`config.mk`:
```
export PLATFORM = sky130hd
export DESIGN_NAME = cifu_core
export DESIGN_NICKNAME = d
export VERILOG_FILES = /design/src/core/cifu_pkg.sv /design/src/core/cifu_core.sv /design/src/core/cifu_flag_bit.sv /design/src/core/cifu_prio_enc.sv
export SDC_FILE = /design/constraint.sdc
export NUM_CORES = 1
export LEC_CHECK = 0
export BUFFER_PORTS_ARGS = -buffer_cell sky130_fd_sc_hd__clkbuf_2
export CAP_MARGIN = 20
export CELL_PAD_IN_SITES_DETAIL_PLACEMENT = 1
export CELL_PAD_IN_SITES_GLOBAL_PLACEMENT = 2
export CORE_ASPECT_RATIO = 1.4
export CORE_UTILIZATION = 34
export CTS_BUF_LIST = sky130_fd_sc_hd__clkbuf_4 sky130_fd_sc_hd__clkbuf_8
export CTS_CLUSTER_SIZE = 12
export DETAILED_ROUTE_END_ITERATION = 8
export GPL_ROUTABILITY_DRIVEN = 0
export PLACE_DENSITY_LB_ADDON = 0.15
export REMOVE_ABC_BUFFERS = 1
export SLEW_MARGIN = 20
export SYNTH_ARGS = -nofsm -noshare
export SYNTH_HDL_FRONTEND = slang
export SYNTH_SLANG_ARGS = --single-unit
```
`constraint.sdc`:
```
create_clock -name CLK_I -period 4.47 [get_ports CLK_I]
set_input_delay 0.2235 -clock CLK_I [delete_from_list [all_inputs] [get_ports CLK_I]]
set_output_delay 0.2235 -clock CLK_I [all_outputs]
set_load 0.03 [all_outputs]
```
`src/core/cifu_pkg.sv`:
```
// Purpose: Shared constants for the CAN interrupt flag unit
// Assumes: Byte-wide register port driven by the serial engine on CLK_I
// Notes: Register offsets are the device's own addresses
package cifu_pkg;

  // Register addresses
  localparam logic [7:0] ADDR_IRQ_ENABLE = 8'h2b;
  localparam logic [7:0] ADDR_IRQ_FLAG = 8'h2c;
  localparam logic [7:0] ADDR_ERROR_FLAG = 8'h2d;
  localparam logic [3:0] ADDR_CTRL_STATUS_LO = 4'he;
  localparam logic [3:0] ADDR_CTRL_LO = 4'hf;

  // Reset values and control write mask
  localparam logic [7:0] RST_IRQ_ENABLE = 8'h00;
  localparam logic [7:0] RST_IRQ_FLAG = 8'h00;
  localparam logic [7:0] RST_CTRL = 8'he7;
  localparam logic [7:0] CTRL_IMPL_MASK = 8'hf7;

  // Flag and enable bit positions
  localparam int BIT_RX0 = 0;
  localparam int BIT_RX1 = 1;
  localparam int BIT_TX0 = 2;
  localparam int BIT_TX1 = 3;
  localparam int BIT_TX2 = 4;
  localparam int BIT_ERR = 5;
  localparam int BIT_WAKE = 6;
  localparam int BIT_MERR = 7;

  // Error flag register positions
  localparam int EF_EWARN = 0;
  localparam int EF_RXWARN = 1;
  localparam int EF_TXWARN = 2;
  localparam int EF_RXPASS = 3;
  localparam int EF_TXPASS = 4;
  localparam int EF_BUSOFF = 5;
  localparam int EF_OVF0 = 6;
  localparam int EF_OVF1 = 7;

  // Error counter limits
  localparam logic [8:0] WARN_LIMIT = 9'h060;
  localparam logic [8:0] PASSIVE_LIMIT = 9'h07f;
  localparam logic [8:0] BUSOFF_LIMIT = 9'h0ff;

  // Mode codes, shared by request and status fields
  localparam logic [2:0] MODE_NORMAL = 3'h0;
  localparam logic [2:0] MODE_SLEEP = 3'h1;
  localparam logic [2:0] MODE_LOOPBACK = 3'h2;
  localparam logic [2:0] MODE_LISTEN = 3'h3;
  localparam logic [2:0] MODE_CONFIG = 3'h4;

  // Interrupt codes
  localparam logic [2:0] IRQ_CODE_NONE = 3'h0;
  localparam logic [2:0] IRQ_CODE_ERR = 3'h1;
  localparam logic [2:0] IRQ_CODE_WAKE = 3'h2;
  localparam logic [2:0] IRQ_CODE_TX0 = 3'h3;
  localparam logic [2:0] IRQ_CODE_TX1 = 3'h4;
  localparam logic [2:0] IRQ_CODE_TX2 = 3'h5;
  localparam logic [2:0] IRQ_CODE_RX0 = 3'h6;
  localparam logic [2:0] IRQ_CODE_RX1 = 3'h7;

endpackage

```
`src/core/cifu_core.sv`:
```
// Purpose: Interrupt flags, enables, error flags and mode change of a CAN controller
// Assumes: Protocol engine and serial register engine run on CLK_I
// Notes: Bus activity comes from a pin and is synchronised
//
// Summary of operation
// [RQ1] Receive-full flag sets right after end of frame; interrupt if enabled
// [RQ2] Host clears receive-full flag by writing zero to it
// [RQ3] Any message error sets message-error flag; interrupt only if enabled
// [RQ4] Bus activity in sleep with wake enable sets flag and leaves sleep
// [RQ5] Overflow or error state change sets error flag when enabled
// [RQ6] Accepted message for busy buffer sets its overflow bit; host clears
// [RQ7] Receiver warning when receive error count reaches 96
// [RQ8] Transmitter warning when transmit error count reaches 96
// [RQ9] Receiver error-passive when receive error count exceeds 127
// [RQ10] Transmitter error-passive when transmit error count exceeds 127
// [RQ11] Bus-off when transmit error count passes 255
// [RQ12] Interrupt pending while any enabled flag is set
// [RQ13] Host clear has no effect while the originating condition remains
// [RQ14] Enable register bits: merr, wake, err, tx2..0, rx1..0; reset zero
// [RQ15] Transmit buffer becoming empty sets its flag, interrupt if enabled
// [RQ16] Flag register mirrors enable order; one pending; resets to zero
// [RQ17] Mode changes only after all pending transmissions complete, except a wake from sleep to listen
// [RQ18] Host confirms new mode in status field before further operations
// [RQ19] Interrupt pin low until host clears all pending interrupts
// [RQ20] Interrupt code shows highest-priority enabled source, lower code wins
// [RQ21] Host may set any flag; it interrupts like a hardware set
// [RQ22] Mode codes 0 normal 1 sleep 2 loopback 3 listen 4 config
// [RQ23] Hardware set beats a simultaneous host clear
`timescale 1ns/10ps
module cifu_core
  import cifu_pkg::*;
(
  // Clock and reset
  input wire logic CLK_I,
  input wire logic SYS_RST_I,
  // Register port
  input wire logic [7:0] REG_ADDR_I,
  input wire logic REG_WR_I,
  input wire logic [7:0] REG_WDATA_I,
  input wire logic [7:0] REG_WMASK_I,
  input wire logic REG_RD_I,
  output logic [7:0] REG_RDATA_O,
  // Protocol engine events
  input wire logic [1:0] RX_ACCEPT_I,
  input wire logic [2:0] TX_EMPTY_I,
  input wire logic MSG_ERR_I,
  input wire logic TX_PENDING_I,
  input wire logic [8:0] TEC_I,
  input wire logic [8:0] REC_I,
  // Bus pin
  input wire logic BUS_ACTIVITY_I,
  // Outputs
  output logic INT_N_O,
  output logic [2:0] MODE_O,
  output logic [7:0] CTRL_O
);

  logic [7:0] irq_enable_reg;
  logic [7:0] irq_flag_reg;
  logic [1:0] rx_overflow_bit;
  logic [5:0] err_stat;
  logic [5:0] next_err_stat;
  logic [2:0] irq_code_field;
  logic [2:0] mode_request_field;
  logic [7:0] flag_set;
  logic [7:0] flag_hold;
  logic [7:0] pend;
  logic act_s1;
  logic act_s2;
  logic wr_ie;
  logic wr_if;
  logic wr_ef;
  logic wr_ctrl;
  logic wake_evt;
  logic wake_exit;
  logic [7:0] error_flag_reg;
  logic [7:0] ctrl_status_reg;

  //////////////////////////////////////////////////////////////////////////////
  // Address decode and bus pin synchroniser

  always_comb begin
    wr_ie = 1'b0;
    wr_if = 1'b0;
    wr_ef = 1'b0;
    wr_ctrl = 1'b0;
    if (REG_WR_I && REG_ADDR_I == ADDR_IRQ_ENABLE) begin
      wr_ie = 1'b1;
    end else if (REG_WR_I && REG_ADDR_I == ADDR_IRQ_FLAG) begin
      wr_if = 1'b1;
    end else if (REG_WR_I && REG_ADDR_I == ADDR_ERROR_FLAG) begin
      wr_ef = 1'b1;
    end else if (REG_WR_I && REG_ADDR_I[3:0] == ADDR_CTRL_LO) begin
      wr_ctrl = 1'b1;
    end
  end

  always_ff @(posedge CLK_I or posedge SYS_RST_I) begin
    if (SYS_RST_I) begin
      act_s1 <= 1'b0;
      act_s2 <= 1'b0;
    end else begin
      act_s1 <= BUS_ACTIVITY_I;
      act_s2 <= act_s1;
    end
  end

  //////////////////////////////////////////////////////////////////////////////
  // Enable register

  always_ff @(posedge CLK_I or posedge SYS_RST_I) begin
    if (SYS_RST_I) begin
      irq_enable_reg <= RST_IRQ_ENABLE; // see RQ14
    end else if (wr_ie) begin
      irq_enable_reg <= (irq_enable_reg & ~REG_WMASK_I) | (REG_WDATA_I & REG_WMASK_I); // see RQ14
    end
  end

  //////////////////////////////////////////////////////////////////////////////
  // Error state and error flag register

  always_comb begin
    next_err_stat[EF_RXWARN] = REC_I >= WARN_LIMIT; // see RQ7
    next_err_stat[EF_TXWARN] = TEC_I >= WARN_LIMIT; // see RQ8
    next_err_stat[EF_EWARN] = next_err_stat[EF_RXWARN] | next_err_stat[EF_TXWARN];
    next_err_stat[EF_RXPASS] = REC_I > PASSIVE_LIMIT; // see RQ9
    next_err_stat[EF_TXPASS] = TEC_I > PASSIVE_LIMIT; // see RQ10
    next_err_stat[EF_BUSOFF] = TEC_I > BUSOFF_LIMIT; // see RQ11
  end

  always_ff @(posedge CLK_I or posedge SYS_RST_I) begin
    if (SYS_RST_I) begin
      err_stat <= 6'h00;
    end else begin
      err_stat <= next_err_stat;
    end
  end

  // Overflow when an accepted message finds its buffer still full
  always_ff @(posedge CLK_I or posedge SYS_RST_I) begin
    if (SYS_RST_I) begin
      rx_overflow_bit <= 2'h0;
    end else begin
      for (int i = 0; i < 2; i++) begin
        if (RX_ACCEPT_I[i] && irq_flag_reg[BIT_RX0 + i]) begin
          rx_overflow_bit[i] <= 1'b1; // see RQ6, RQ23
        end else if (wr_ef && REG_WMASK_I[EF_OVF0 + i] && !REG_WDATA_I[EF_OVF0 + i]) begin
          rx_overflow_bit[i] <= 1'b0; // see RQ6
        end
      end
    end
  end

  assign error_flag_reg = {rx_overflow_bit[1], rx_overflow_bit[0], err_stat};

  //////////////////////////////////////////////////////////////////////////////
  // Interrupt flags

  assign wake_evt = (MODE_O == MODE_SLEEP) && irq_enable_reg[BIT_WAKE] && act_s2;
  assign wake_exit = (MODE_O == MODE_SLEEP) && (wake_evt || (wr_if && REG_WMASK_I[BIT_WAKE] &&
    REG_WDATA_I[BIT_WAKE] && irq_enable_reg[BIT_WAKE]));

  always_comb begin
    flag_set = 8'h00;
    flag_hold = 8'h00;
    for (int i = 0; i < 2; i++) begin
      flag_set[BIT_RX0 + i] = RX_ACCEPT_I[i] && !irq_flag_reg[BIT_RX0 + i]; // see RQ1
    end
    for (int i = 0; i < 3; i++) begin
      flag_set[BIT_TX0 + i] = TX_EMPTY_I[i]; // see RQ15
    end
    flag_set[BIT_MERR] = MSG_ERR_I; // see RQ3
    flag_set[BIT_WAKE] = wake_evt; // see RQ4
    flag_set[BIT_ERR] = irq_enable_reg[BIT_ERR] &&
      ((next_err_stat[5:1] != err_stat[5:1]) || (|(RX_ACCEPT_I & irq_flag_reg[BIT_RX1:BIT_RX0]))); // see RQ5
    flag_hold[BIT_ERR] = |rx_overflow_bit; // see RQ13
    flag_hold[BIT_WAKE] = wake_evt; // see RQ13
  end

  generate
    for (genvar g = 0; g < 8; g++) begin : g_flag
      cifu_flag_bit u_flag (
        .clk_i(CLK_I),
        .rst_i(SYS_RST_I),
        .set_i(flag_set[g]),
        .hold_i(flag_hold[g]),
        .wr_i(wr_if && REG_WMASK_I[g]),
        .wdata_i(REG_WDATA_I[g]),
        .flag_o(irq_flag_reg[g])
      ); // see RQ2, RQ16, RQ21, RQ23
    end
  endgenerate

  assign pend = irq_flag_reg & irq_enable_reg; // see RQ12

  cifu_prio_enc u_prio (
    .pend_i(pend),
    .code_o(irq_code_field)
  ); // see RQ20

  always_ff @(posedge CLK_I or posedge SYS_RST_I) begin
    if (SYS_RST_I) begin
      INT_N_O <= 1'b1;
    end else begin
      INT_N_O <= ~(|pend); // see RQ12, RQ19
    end
  end

  //////////////////////////////////////////////////////////////////////////////
  // Control register and mode

  always_ff @(posedge CLK_I or posedge SYS_RST_I) begin
    if (SYS_RST_I) begin
      CTRL_O <= RST_CTRL;
    end else if (wake_exit) begin
      // Waking rewrites the request so the mode does not fall back into sleep
      CTRL_O <= {MODE_LISTEN, CTRL_O[4:0]}; // see RQ4
    end else if (wr_ctrl) begin
      CTRL_O <= ((CTRL_O & ~REG_WMASK_I) | (REG_WDATA_I & REG_WMASK_I)) & CTRL_IMPL_MASK;
    end
  end

  assign mode_request_field = CTRL_O[7:5];

  // Wake lands in listen-only; other requests wait for the transmitter to drain
  always_ff @(posedge CLK_I or posedge SYS_RST_I) begin
    if (SYS_RST_I) begin
      MODE_O <= MODE_CONFIG;
    end else if (wake_exit) begin
      MODE_O <= MODE_LISTEN; // see RQ4
    end else if (mode_request_field != MODE_O && mode_request_field <= MODE_CONFIG && !TX_PENDING_I) begin
      MODE_O <= mode_request_field; // see RQ17, RQ22
    end
  end

  assign ctrl_status_reg = {MODE_O, 1'b0, irq_code_field, 1'b0}; // see RQ18

  //////////////////////////////////////////////////////////////////////////////
  // Read data

  always_ff @(posedge CLK_I or posedge SYS_RST_I) begin
    if (SYS_RST_I) begin
      REG_RDATA_O <= 8'h00;
    end else if (REG_RD_I) begin
      if (REG_ADDR_I == ADDR_IRQ_ENABLE) begin
        REG_RDATA_O <= irq_enable_reg;
      end else if (REG_ADDR_I == ADDR_IRQ_FLAG) begin
        REG_RDATA_O <= irq_flag_reg;
      end else if (REG_ADDR_I == ADDR_ERROR_FLAG) begin
        REG_RDATA_O <= error_flag_reg;
      end else if (REG_ADDR_I[3:0] == ADDR_CTRL_STATUS_LO) begin
        REG_RDATA_O <= ctrl_status_reg;
      end else if (REG_ADDR_I[3:0] == ADDR_CTRL_LO) begin
        REG_RDATA_O <= CTRL_O;
      end else begin
        REG_RDATA_O <= 8'h00;
      end
    end
  end
endmodule // cifu_core

```
`src/core/cifu_flag_bit.sv`:
```
// Purpose: One sticky interrupt flag with host write and hold condition
// Assumes: Set, hold and write are all on CLK_I
// Notes: A hardware set always beats a host clear
`timescale 1ns/10ps
module cifu_flag_bit (
  // Clock and reset
  input wire logic clk_i,
  input wire logic rst_i,
  // Hardware side
  input wire logic set_i,
  input wire logic hold_i,
  // Host side
  input wire logic wr_i,
  input wire logic wdata_i,
  // Flag
  output logic flag_o
);

  logic next_flag;

  always_comb begin
    next_flag = flag_o;
    if (set_i) begin
      next_flag = 1'b1;
    end else if (wr_i && wdata_i) begin
      next_flag = 1'b1;
    end else if (wr_i && !hold_i) begin
      next_flag = 1'b0;
    end
  end

  always_ff @(posedge clk_i or posedge rst_i) begin
    if (rst_i) begin
      flag_o <= 1'b0;
    end else begin
      flag_o <= next_flag;
    end
  end

endmodule // cifu_flag_bit

```
`src/core/cifu_prio_enc.sv`:
```
// Purpose: Interrupt code of the highest priority pending enabled source
// Assumes: Pending vector already gated by the enables
// Notes: Message error has no code of its own
`timescale 1ns/10ps
module cifu_prio_enc
  import cifu_pkg::*;
(
  // Pending sources
  input wire logic [7:0] pend_i,
  // Code
  output logic [2:0] code_o
);

  always_comb begin
    if (pend_i[BIT_ERR]) begin
      code_o = IRQ_CODE_ERR;
    end else if (pend_i[BIT_WAKE]) begin
      code_o = IRQ_CODE_WAKE;
    end else if (pend_i[BIT_TX0]) begin
      code_o = IRQ_CODE_TX0;
    end else if (pend_i[BIT_TX1]) begin
      code_o = IRQ_CODE_TX1;
    end else if (pend_i[BIT_TX2]) begin
      code_o = IRQ_CODE_TX2;
    end else if (pend_i[BIT_RX0]) begin
      code_o = IRQ_CODE_RX0;
    end else if (pend_i[BIT_RX1]) begin
      code_o = IRQ_CODE_RX1;
    end else begin
      code_o = IRQ_CODE_NONE;
    end
  end

endmodule // cifu_prio_enc

```
; ---- After elaboration in Yosys (flattened, before gate mapping)
; Cells that the tools add are included.
[word_totals]
register_bits = 45
elab_cells = 160
[op_classes]
order_cmp = 6
eq_ne = 8
mux = 54
bitwise = 11
n_reduce_logical = 62
[op_table]
columns = op, count
row1 = $mux 8, 7
row2 = $mux 1, 38
row3 = $logic_and 1x1->1, 37
row4 = $and 8x8->8, 4
row5 = $mux 3, 9
row6 = $eq 8x6->1 const B, 3
row7 = $reduce_bool 3->1, 8
row8 = $ge 9x7->1 const B, 2
row9 = $gt 9x7->1 const B, 2
row10 = $or 8x8->8, 2
row11 = $gt 9x8->1 const B, 1
row12 = $eq 4x4->1 const B, 2
row13 = $not 8->8, 1
row14 = $reduce_bool 2->1, 4
row15 = $reduce_or 8->1, 1
row16 = $logic_not 1->1, 7
row17 = $ne 5x5->1, 1
row18 = $reduce_or 2->1, 2
row19 = $eq 3x1->1 const B, 1
row20 = $le 3x3->1 const B, 1
row21 = $ne 3x3->1, 1
row22 = $and 2x2->2, 1
row23 = $logic_or 1x1->1, 2
row24 = $not 1->1, 2
row25 = 2 further kinds, 2

; ---- Depth between registers and ports, before layout
; Gate-level depths: netlist of run 1.
[depth]
depth_word = 12
ltp_mapped = 7

; ---- By module
; Synthesis of run 1 repeated with hierarchy kept, for this count alone.
[unflattened]
cells_unflattened = 252
area_unflattened_um2 = 2541.2
[by_module_without_submodules]
columns = mod, n_inst, cells_each, area_each_um2, seq_area_each_um2
row1 = cifu_core, 1, 209, 2119.5, 935.9
row2 = cifu_flag_bit, 8, 4, 45.0, 25.0
row3 = cifu_prio_enc, 1, 11, 61.3, 0.0

; ---- Worst setup path after synthesis of run 1
; No wires, ideal clock.
[synth_timing]
path_type = register to register
startpoint = register MODE_O[2]
endpoint = register (tool-made name)
t_arrival_ps = 1575
t_required_ps = 4345
setup_slack_ps = 2771
stages_incl_launch_ff = 6
n_path_buf = 0
period_less_slack_ps = 1699
path_cell_list = dfstp_2 -> nor4bb_1 -> and2_1 -> nor3_1 -> nand2_1 -> mux2_2
[synth_rtl]
columns = element, line_no
row1 = from (decl), cifu_core.sv:54  ; output logic [2:0] MODE_O,
row2 = from (signal assigned), cifu_core.sv:232  ; MODE_O <= mode_request_field;

==> results of run 1 <==
[logic make-up (layout without fill, tap and decap cells)]
kind of cell | count (synthesis) | count (layout)
AOI/OAI and AO/OA | 58 | 58
xor gates and xnor gates | 8 | 8
buffers and inverters | 20 | 79
DFF | 45 | 45
muxes | 22 | 22
other | 1 | 1
and+or+nand+nor | 104 | 104
[worst reg2reg max path, cell delays in order, from the launching register on]
cell      delay [ps]
dfstp_2          580
nor4bb_1          80
and2_1           200
nor3_1           660
nand2_1          130
mux2_2           290
[final cells by class]
type	count	area (um2)
Fill cell	849	4078
Multi-Input combinational cell	193	1206
Sequential cell	45	1136
Timing Repair Buffer	62	310.3
Tap cell	95	118.9
Clock buffer	8	97.59
Inverter	9	35.03
[power by group]
part | leakage [nW] | total [mW] | internal [mW] | switching [mW]
registers | 0.518 | 0.513 | 0.460 | 0.0528
clock network | 0.0523 | 0.278 | 0.138 | 0.139
logic | 0.735 | 0.236 | 0.0871 | 0.149
[cells in the mapped netlist (all sizes together) (2+ instances only)]
master    n
or2       3
a211oi    3
nand2b    2
mux2     15
mux2i     7
clkbuf    3
and3      3
inv       9
nand4b    2
o22ai     5
a22o      5
a31oi     3
o2bb2ai   2
a22oi     3
nor2b     2
nor3b     2
nor2     19
nor3      9
a31o      2
dfstp     8
and2      3
xor2      6
a21oi    16
a21boi    2
buf       8
xnor2     2
o21ai     9
nand3    13
dfrtp    37
nand2    40
[layout by cell type, fill, tap and decap left out, drive strengths merged, types with 3 or more instances in the layout]
cell type	synthesis	routed
clkbuf	3	70
nand2	40	40
dfrtp	37	37
nor2	19	19
a21oi	16	16
mux2	15	15
nand3	13	13
o21ai	9	9
nor3	9	9
dfstp	8	8
inv	9	8
mux2i	7	7
xor2	6	6
a22o	5	5
o22ai	5	5
and2	3	3
a31oi	3	3
or2	3	3
a211oi	3	3
and3	3	3
a22oi	3	3
[stage by stage]
stage / area [um2] / cells
global route: 2904 / 412
floorplan: 2376 / 247
global placement: 2805 / 404
detailed placement: 2805 / 404
finish: 2904 / 412
CTS: 2903 / 412
[metal layers]
layer / up-vias / global-route usage [%] / routed length (um)
li1: 1035 / - / -
met1: 1070 / 24.69 / 2933
met2: 42 / 36.13 / 3666
met3: 7 / 3.452 / 240
met4: 0 / 5.769 / 80
met5: - / 0 / 0
[worst paths after layout]
check / to / cells after the start
hold / removal: err_stat[5] / 2
setup reg to reg: flop / 5
max in group asynchronous: g_flag[2].u_flag.flag_o / 2
hold reg to reg: act_s2 / 0
min in group CLK_I: act_s1 / 1
setup / recovery: flop / 5
==> key figures, run 1 <==
Run status
  • Status: completed

Timing
  • Slew HR: 45.17%
  • Fin. Hold Viols: 0
  • Worst slew pin tran: 821.5 ps
  • Setup-failing EPs final: 0
  • Setup ws final: 2420 ps
  • Post-layout min period: 2050 ps
  • RSZ-0062 raised after global routing: no
  • Final-report max-slew violation count: 0
  • Worst hold slack: 16.28 ps
  • Fmax: around 490 MHz
  • Crit share post-route: 45.86%
  • Skew final: 4.813 ps
  • Setup tns final: 0 ps

Global route
  • First-pass GRT wire length: 11,210 um
  • Initial antenna violation count: 0
  • GRT Total Usage: 20.23%
  • Largest net degree at the start of global routing: 46
  • Vias in the first global route: about 2,100
  • Total grt overflow: 0

Power and ir drop
  • PD cells: 353.4 nW/um2
  • Lkg Pwr: 1.306 nW
  • Tot Pwr: between 1 and 1.5 mW
  • Worst VDD drop: 0.1481 mV

Setup path
  • CP Buf/Inv Count: 0
  • Worst Setup Start Kind: flop
  • Setup Crit Path Kind: flop to flop
  • Max stage delay cell, worst path: nor3_1
  • CP Launch Point: MODE_O[2]
  • Crit path largest cell delay: 660 ps
  • Largest delay contributor family on the critical path: simple AND/OR/NAND/NOR gates
  • R2R setup slack: 2420 ps
  • FF-to-FF Start: MODE_O[2]
  • Worst setup EP type: flop
  • Worst Path Arrival: 2240 ps
  • Worst-path cell chain: nor4bb_1 -> and2_1 -> nor3_1 -> nand2_1 -> mux2_2
  • CP required: around 4700 ps
  • Max FO, Critical Path: 5

Route
  • Residual DRC count: 0
  • First-pass detailed-route iteration total: 4
  • DRT Wirelength: 6921 um
  • Vias per std cell: 5.228
  • Antenna-violating nets left: 0
  • DR vias: roughly 2,200
  • DRT iter0 DRCs: 66
  • WL per Instance: approximately 17 um

Logic synthesis
  • Post-synth top area share: 37.85%
  • Post-Syn Area per Cell: 9.481 um2
  • EDFF count, synth: 0
  • Seq/Total Area, Yosys: 46.45%
  • Top_reg_cell synth: dfrtp_1
  • Async S/R FF share, synth: 100.0%
  • Synth area leaders: dfrtp_1 38%, dfstp_2 8.6%, nand2_1 6.0%, mux2_2 4.6%, a21oi_1 3.3%
  • Synth Area in XOR/XNOR: roughly 2.9%
  • Synth unique cells: 50
  • Synth Area in Adders: 0%
  • Post-synthesis compound-gate area fraction: 15.70%
  • Mux contribution to synthesized area: slightly below 10%
  • Synthesis warning total: 0
  • Simple-gate portion of the synthesized area: 20.82%
  • Cell area after synthesis: 2446 um2
  • Largest family of logic cells by synthesized area: simple AND/OR/NAND/NOR gates
  • Synth Instances: 258
  • Register bit count reported by yosys: 45
  • Leading area contributor after synthesis: dfrtp_1

CTS
  • Clock Tree Buf Depth: 2
  • Clk_lat worst skew: 310 ps
  • CTS Hold Bufs: 0
  • Post-cts gate resize count: 0
  • CTS buffer count: 5
  • Post-CTS setup buffer count: 0
  • Worst-path clk slew: 80 ps
  • CTS tree: done
  • H-tree levels: 2
  • Root Driver: clkbuf_8
  • Clock Sinks: 45

Cells and area
  • Final nets: 370
  • Diode count: 0
  • Final core occ: 41.60%
  • Area Growth Syn to Fin: 18.72%
  • Layout cells sized above 1: 30.60%

Hold path
  • Hold Crit Class: input port to asynchronous set/reset pin

Placement
  • Place WS: between 2000 and 2500 ps
  • Port-buffer cells: 62
  • DP HPWL: 5338 um

Floorplanning
  • Die height: between 100 and 150 um
  • Number of core rows: 36
  • Die Wd: 73.69 um
  • Core Area: 6982 um2
  • IO Count: between 70 and 80
  • Starting Density: between 30% and 40%
  • Die Area: about 7500 um2

Flow run
  • Max Cap Viol: 0
No activity file was read; power rests on OpenSTA's default activity.
==> run 2, diff against run 1 <==
--- a/config.mk
+++ b/config.mk
@@ -5,12 +5,13 @@
 export SDC_FILE = /design/constraint.sdc
 export NUM_CORES = 1
 export LEC_CHECK = 0
+export ABC_AREA = 1
 export BUFFER_PORTS_ARGS = -buffer_cell sky130_fd_sc_hd__clkbuf_2
 export CAP_MARGIN = 20
 export CELL_PAD_IN_SITES_DETAIL_PLACEMENT = 1
 export CELL_PAD_IN_SITES_GLOBAL_PLACEMENT = 2
 export CORE_ASPECT_RATIO = 1.4
-export CORE_UTILIZATION = 34
+export CORE_UTILIZATION = 29
 export CTS_BUF_LIST = sky130_fd_sc_hd__clkbuf_4 sky130_fd_sc_hd__clkbuf_8
 export CTS_CLUSTER_SIZE = 12
 export DETAILED_ROUTE_END_ITERATION = 8
==> constraint.sdc (replaced) <==
create_clock -name CLK_I -period 2.05 [get_ports CLK_I]
set_input_delay 0.1025 -clock CLK_I [delete_from_list [all_inputs] [get_ports CLK_I]]
set_output_delay 0.1025 -clock CLK_I [all_outputs]
set_load 0.03 [all_outputs]
==> key figures, run 2 <==
Logic synthesis
  • Synth area leaders: dfrtp_1 38%, nand2_1 16%, dfstp_2 8.7%, inv_1 6.2%, o21ai_0 3.9%
  • Synth Area in XOR/XNOR: 1.806% (-1.1 points)
  • Seq/Total Area, Yosys: 46.85% (+0.41 points)
  • Post-Syn Area per Cell: 7.674 um2 (-19%)
  • Async S/R FF share, synth: 100.0% (unchanged)
  • Simple-gate portion of the synthesized area: 30.50% (+9.7 points)
  • Post-synthesis compound-gate area fraction: 12.95% (-2.8 points)
  • Synth Instances: 316 (+22%)
  • Synth Area in Adders: 0% (unchanged)
  • Cell area after synthesis: 2425 um2 (-0.87%)
  • Largest family of logic cells by synthesized area: simple AND/OR/NAND/NOR gates
  • Synth unique cells: 30 (-40%)
  • Mux contribution to synthesized area: 0% (-9.8 points)
  • EDFF count, synth: 0 (unchanged)
  • Synthesis warning total: 0 (unchanged)
  • Synth top cells by count: 106 x nand2_1, 40 x inv_1, 37 x dfrtp_1
  • Post-synth top area share: 38.18% (+0.33 points)
  • Leading area contributor after synthesis: dfrtp_1
  • Register bit count reported by yosys: 45 (unchanged)
  • Top-count cell post-synth: nand2_1
  • Top_reg_cell synth: dfrtp_1

Cells and area
  • Area Growth Syn to Fin: 23.99%
  • Leading cell type in the layout, fill and taps excluded: nand2_1
  • Finished Cell Area: 3007 um2 (+3.5%)
  • Most frequent cells in the layout: 106 x nand2_1, 62 x clkbuf_2, 39 x inv_1, 37 x dfrtp_1, 19 x o21ai_0
  • Diode count: 0 (unchanged)
  • Fin cells: 488 (+18%)
  • Layout cells sized above 1: 25.13% (-5.5 points)
  • Final core occ: 36.90% (-4.7 points)
  • Final nets: 439 (+19%)

Route
  • DRT iter0 DRCs: 72 (+9.1%)
  • Vias per std cell: 4.809 (-8.0%)
  • Antenna-violating nets left: 0 (unchanged)
  • Residual DRC count: 0 (unchanged)
  • First-pass detailed-route iteration total: 4 (unchanged)
  • DR vias: 2,347 (+9.0%)
  • DRT Wirelength: 7706 um (+11%)
  • WL per Instance: 15.79 um (-6.0%)

Timing
  • Worst slew pin tran: 558.5 ps (-263.0 ps)
  • Post-layout min period: 1605 ps (-445.2 ps)
  • Setup-failing EPs final: 0 (unchanged)
  • Setup tns final: 0 ps (unchanged)
  • Final-report max-slew violation count: 0 (unchanged)
  • Fmax: 623.2 MHz (+28%)
  • RSZ-0062 raised after global routing: no
  • Setup ws final: 445.3 ps (-1975 ps)
  • Crit share post-route: 78.28% (+32 points)
  • Fin. Hold Viols: 0 (unchanged)
  • Worst hold slack: 3.898 ps (-12.38 ps)
  • Skew final: 10.00 ps (+5.191 ps)
  • Slew HR: 61.80% (+17 points)

Setup path
  • CP required: 2280 ps (-2380 ps)
  • Worst Path Arrival: 1840 ps (-400 ps)
  • Worst Setup Start Kind: flop
  • Max FO, Critical Path: 10 (+5)
  • Setup Crit Path Kind: flop to flop
  • CP Buf/Inv Count: 2 (+2)
  • Reg2Reg Depth: 8 (+3)
  • FF-to-FF Start: MODE_O[2]
  • WP depth: 8 (+3)
  • Worst setup EP type: flop
  • R2R setup slack: 450 ps (-1970 ps)
  • FF-to-FF End: CTRL_O[7]
  • Worst-path cell chain: inv_1 -> nand4_1 -> inv_1 -> nand2_1 -> nand2_2 -> nand2_4 -> nand2_1 -> o21ai_1
  • Max stage delay cell, worst path: dfstp_2
  • Largest delay contributor family on the critical path: simple AND/OR/NAND/NOR gates
  • Crit path largest cell delay: 570 ps (-90 ps)

CTS
  • Clk_lat worst skew: 300 ps (about the same)
  • Clock Tree Buf Depth: 2 (unchanged)
  • Worst-path clk slew: 90 ps (about the same)
  • Root Driver: clkbuf_8
  • H-tree levels: 2 (unchanged)
  • CTS tree: done
  • Post-cts gate resize count: 0 (unchanged)
  • CTS buffer count: 5 (unchanged)
  • Clock Sinks: 45 (unchanged)

Floorplanning
  • Die Area: 8736 um2 (+16%)
  • Die height: 110.2 um (+7.7%)
  • Die Wd: 79.28 um (+7.6%)
  • Number of core rows: 39 (+8.3%)
  • IO Count: 74 (unchanged)
  • Starting Density: 29.76% (-5.3 points)
  • Core Area: 8149 um2 (+17%)

Global route
  • Vias in the first global route: 2,478 (+15%)
  • First-pass GRT wire length: 12,620 um (+13%)
  • Largest net degree at the start of global routing: 25 (-46%)
  • Total grt overflow: 0 (unchanged)
  • Initial antenna violation count: 0 (unchanged)
  • GRT Total Usage: 19.43% (-0.80 points)

Placement
  • Port-buffer cells: 62 (unchanged)
  • Placed insts: 477 (+18%)
  • DP HPWL: 6089 um (+14%)
  • Place WS: 451.5 ps (-1792 ps)
  • Placed standard-cell area: 2856 um2 (+1.8%)

Hold path
  • Hold Path Origin: MSG_ERR_I
  • Hold Crit Endpoint: g_flag[7].u_flag.flag_o
  • Hold Crit Class: input port to flop
  • Hold Path Stages: 3

Power and ir drop
  • PD cells: 782.6 nW/um2 (+120%)
  • Tot Pwr: 2.353 mW (+130%)
  • Lkg Pwr: 1.523 nW (+17%)
  • Worst VDD drop: 0.4493 mV (+200%)

Flow run
  • Max Cap Viol: 0 (unchanged)

Run status
  • Status: completed
==> run 2: how the worst max path moves through the flow <==
stage | slack (ps) | start | end
floorplan | 600 | MODE_O[2] | CTRL_O[7]
global placement | 480 | MODE_O[2] | CTRL_O[7]
detailed placement | 450 | REG_ADDR_I[4] | flop
CTS | 430 | MODE_O[2] | CTRL_O[7]
global route | 280 | MODE_O[2] | CTRL_O[7]
finish | 450 | MODE_O[2] | CTRL_O[7]
==> run 2: layer usage <==
metal,GRT usage [%],up-vias,part of all wire (%)
met5,0,-,0
met4,6.623,0,2.2
met3,2.551,12,3.2
met2,35.59,51,52
met1,23.17,1119,42
li1,-,1165,-
==> run 2: where the power goes <==
part | internal [mW] | leakage [nW] | switching [mW] | total (mW)
clock network | 0.411 | 0.0619 | 0.315 | 0.727
logic | 0.184 | 0.961 | 0.358 | 0.542
registers | 0.996 | 0.500 | 0.0886 | 1.08
==> run 2: layout make-up <==
cell class	instances	area, um2
clock buffers	7	90.09
clock inverters	1	30.03
fillers	1056	5142
inverters	41	153.9
multi-input cells	225	1101
flip-flops and latches	45	1136
well taps	102	127.6
repair buffers	67	367.9
==> run 2: what timing repair did <==
item / 4_1_cts / 5_1_grt
setup buffers: 0 / 0
endpoints found under the hold margin: 22 / 0
hold buffers: 3 / 0
==> run 2: cell families (layout without fill, tap and decap cells) <==
logic type	after synthesis	in the layout
DFF	45	45
other	1	1
buffers and inverters	46	116
xor gates and xnor gates	5	5
AOI/OAI and AO/OA	55	55
and+or+nand+nor	164	164
==> run 2: worst register-to-register path, cell delays in order (launching register included) <==
cell and delay, ps:
dfstp_2 570, inv_1 70, nand4_1 80, inv_1 110, nand2_1 250, nand2_2 120
nand2_4 150, nand2_1 70, o21ai_1 120
==> run 3, diff against run 2 <==
==> constraint.sdc (replaced) <==
create_clock -name CLK_I -period 1.5 [get_ports CLK_I]
set_input_delay 0.075 -clock CLK_I [delete_from_list [all_inputs] [get_ports CLK_I]]
set_output_delay 0.075 -clock CLK_I [all_outputs]
set_load 0.03 [all_outputs]
==> key figures, run 3 (synthesized netlist as in run 2, its figures left out) <==
Cells and area
  • Leading cell type in the layout, fill and taps excluded: nand2_1
  • Final nets: 460 (+4.8%)
  • Area of the multi-input gates: 1132 um2 (+2.8%)
  • Area Growth Syn to Fin: 31.89%
  • Finished Cell Area: 3198 um2 (+6.4%)
  • Fillers: 1,050 (-0.57%)
  • Diode count: 0 (unchanged)
  • Most frequent cells in the layout: 105 x nand2_1, 62 x clkbuf_2, 38 x inv_1, 37 x dfrtp_1, 19 x o21ai_0
  • Layout cells sized above 1: 28.50% (+3.4 points)
  • Area taken by flip-flops and latches: 1136 um2 (unchanged)

Power and ir drop
  • Worst VDD drop: 0.6004 mV (+34%)
  • PD cells: 966.4 nW/um2 (+23%)
  • Tot Pwr: 3.091 mW (+31%)
  • Lkg Pwr: 1.602 nW (+5.2%)

Timing
  • Setup-failing EPs final: 0 (unchanged)
  • Crit share post-route: 91.39% (+13 points)
  • Fin. Hold Viols: 0 (unchanged)
  • Setup ws final: 129.1 ps (-316.2 ps)
  • Final-report max-slew violation count: 0 (unchanged)
  • Skew final: 3.951 ps (-6.054 ps)
  • Fmax: 729.5 MHz (+17%)
  • Post-layout min period: 1371 ps (-233.8 ps)
  • Setup tns final: 0 ps (unchanged)

Route
  • WL per Instance: 15.55 um (-1.5%)
  • DRT iter0 DRCs: 79 (+9.7%)
  • DR vias: 2,407 (+2.6%)
  • Vias per std cell: 4.729 (-1.7%)
  • Antenna-violating nets left: 0 (unchanged)
  • Residual DRC count: 0 (unchanged)
  • DRT Wirelength: 7917 um (+2.7%)
  • First-pass detailed-route iteration total: 4 (unchanged)

Placement
  • Place WS: -58.67 ps (-510.2 ps)
  • Port-buffer cells: 62 (unchanged)
  • DP HPWL: 6071 um (-0.29%)
  • Placed standard-cell area: 2952 um2 (+3.3%)

Setup path
  • R2R setup slack: 130 ps (-320 ps)
  • CP required: 1750 ps (-530 ps)
  • Reg2Reg Depth: 8 (unchanged)
  • Worst setup EP type: flop
  • Worst Path Arrival: 1620 ps (-220 ps)
  • FF-to-FF Start: MODE_O[2]
  • Setup Crit Path Kind: flop to flop
  • Worst Setup Start Kind: flop
  • Max FO, Critical Path: 5 (-5)
  • CP Launch Point: MODE_O[2]

Global route
  • Largest net degree at the start of global routing: 46 (+84%)
  • Initial antenna violation count: 0 (unchanged)
  • Total grt overflow: 0 (unchanged)
  • Vias in the first global route: 2,478 (unchanged)
  • GRT Total Usage: 19.57% (+0.13 points)
  • First-pass GRT wire length: 12,770 um (+1.1%)

CTS
  • H-tree levels: 2 (unchanged)
  • Clock Sinks: 45 (unchanged)
  • Clock Tree Buf Depth: 2 (unchanged)
  • Worst-path clk slew: 90 ps (about the same)
  • CTS buffer count: 5 (unchanged)
  • Root Driver: clkbuf_8
  • Clk_lat worst skew: 300 ps (about the same)
  • CTS tree: done

Floorplanning
  • Starting Density: 29.76% (unchanged)
  • Die height: 110.2 um (unchanged)
  • IO Count: 74 (unchanged)
  • Die Area: 8736 um2 (unchanged)
  • Die Wd: 79.28 um (unchanged)
  • Number of core rows: 39 (unchanged)
  • Core Area: 8149 um2 (unchanged)

Hold path
  • Hold Path Origin: REG_WDATA_I[1]
  • Hold Crit Class: input port to flop
  • Hold Path Stages: 3 (unchanged)

Flow run
  • Max Cap Viol: 0 (unchanged)

Run status
  • Status: completed
==> run 3: routing by layer <==
layer  GRT usage, %  wire length, um  vias up
met1          23.14             3424     1163
li1               -                -     1206
met5              0                0        -
met4          5.195               82        0
met3          2.305              161        5
met2          36.95             4248       33
==> run 3: worst max path at each step <==
stage           endpoint  slack [ps]  depth (start not counted)
4_1_cts          INT_N_O          30                          4
5_1_grt        CTRL_O[7]          -8                          8
3_3_place_gp     INT_N_O         -40                          4
6_report            flop         130                          8
2_1_floorplan  CTRL_O[7]          50                          8
3_5_place_dp     INT_N_O         -60                          4
==> run 3: area by class of cell <==
type | instances | area share [%]
Sequential cell | 45 | 35.52
Multi-Input combinational cell | 226 | 35.41
Timing Repair Buffer | 87 | 17.21
Inverter | 41 | 4.812
Tap cell | 102 | 3.991
Clock buffer | 7 | 2.817
Clock inverter | 1 | 0.2347
==> run 3: what timing repair did <==
| item | CTS | global route |
|---|---|---|
| hold buffers | 11 | 0 |
| gates cloned | 0 | 1 |
| pin swaps | 0 | 1 |
| hold endpoints to repair | 46 | 0 |
| resized for setup | 1 | 7 |
| setup buffers | 0 | 1 |
| endpoints found under the setup margin | 1 | 7 |
==> run 3: worst max-delay path, cell delays in order, from the launching register on <==
cell and delay (ps):
dfstp_2 570, inv_1 70, nand4_1 100, inv_2 80
nand2_2 90, nand2_2 90, nand2_2 150, nand4_1 90
nand2_1 70
==> run 3: power breakdown <==
group | total (mW) | leakage (nW) | switching, mW | internal (mW)
clock | 0.834 | 0.0479 | 0.440 | 0.394
combinational | 0.772 | 1.05 | 0.498 | 0.274
sequential | 1.48 | 0.500 | 0.124 | 1.36
==> run 3: through the flow <==
step	utilization, %	hold slack [ps]	cells
floorplan	-	106.4	311
global placement	36.22	121.4	488
detailed placement	36.22	122.9	488
CTS	38.78	0.4301	507
global route	39.24	7.138	509
finish	39.24	8.031	509
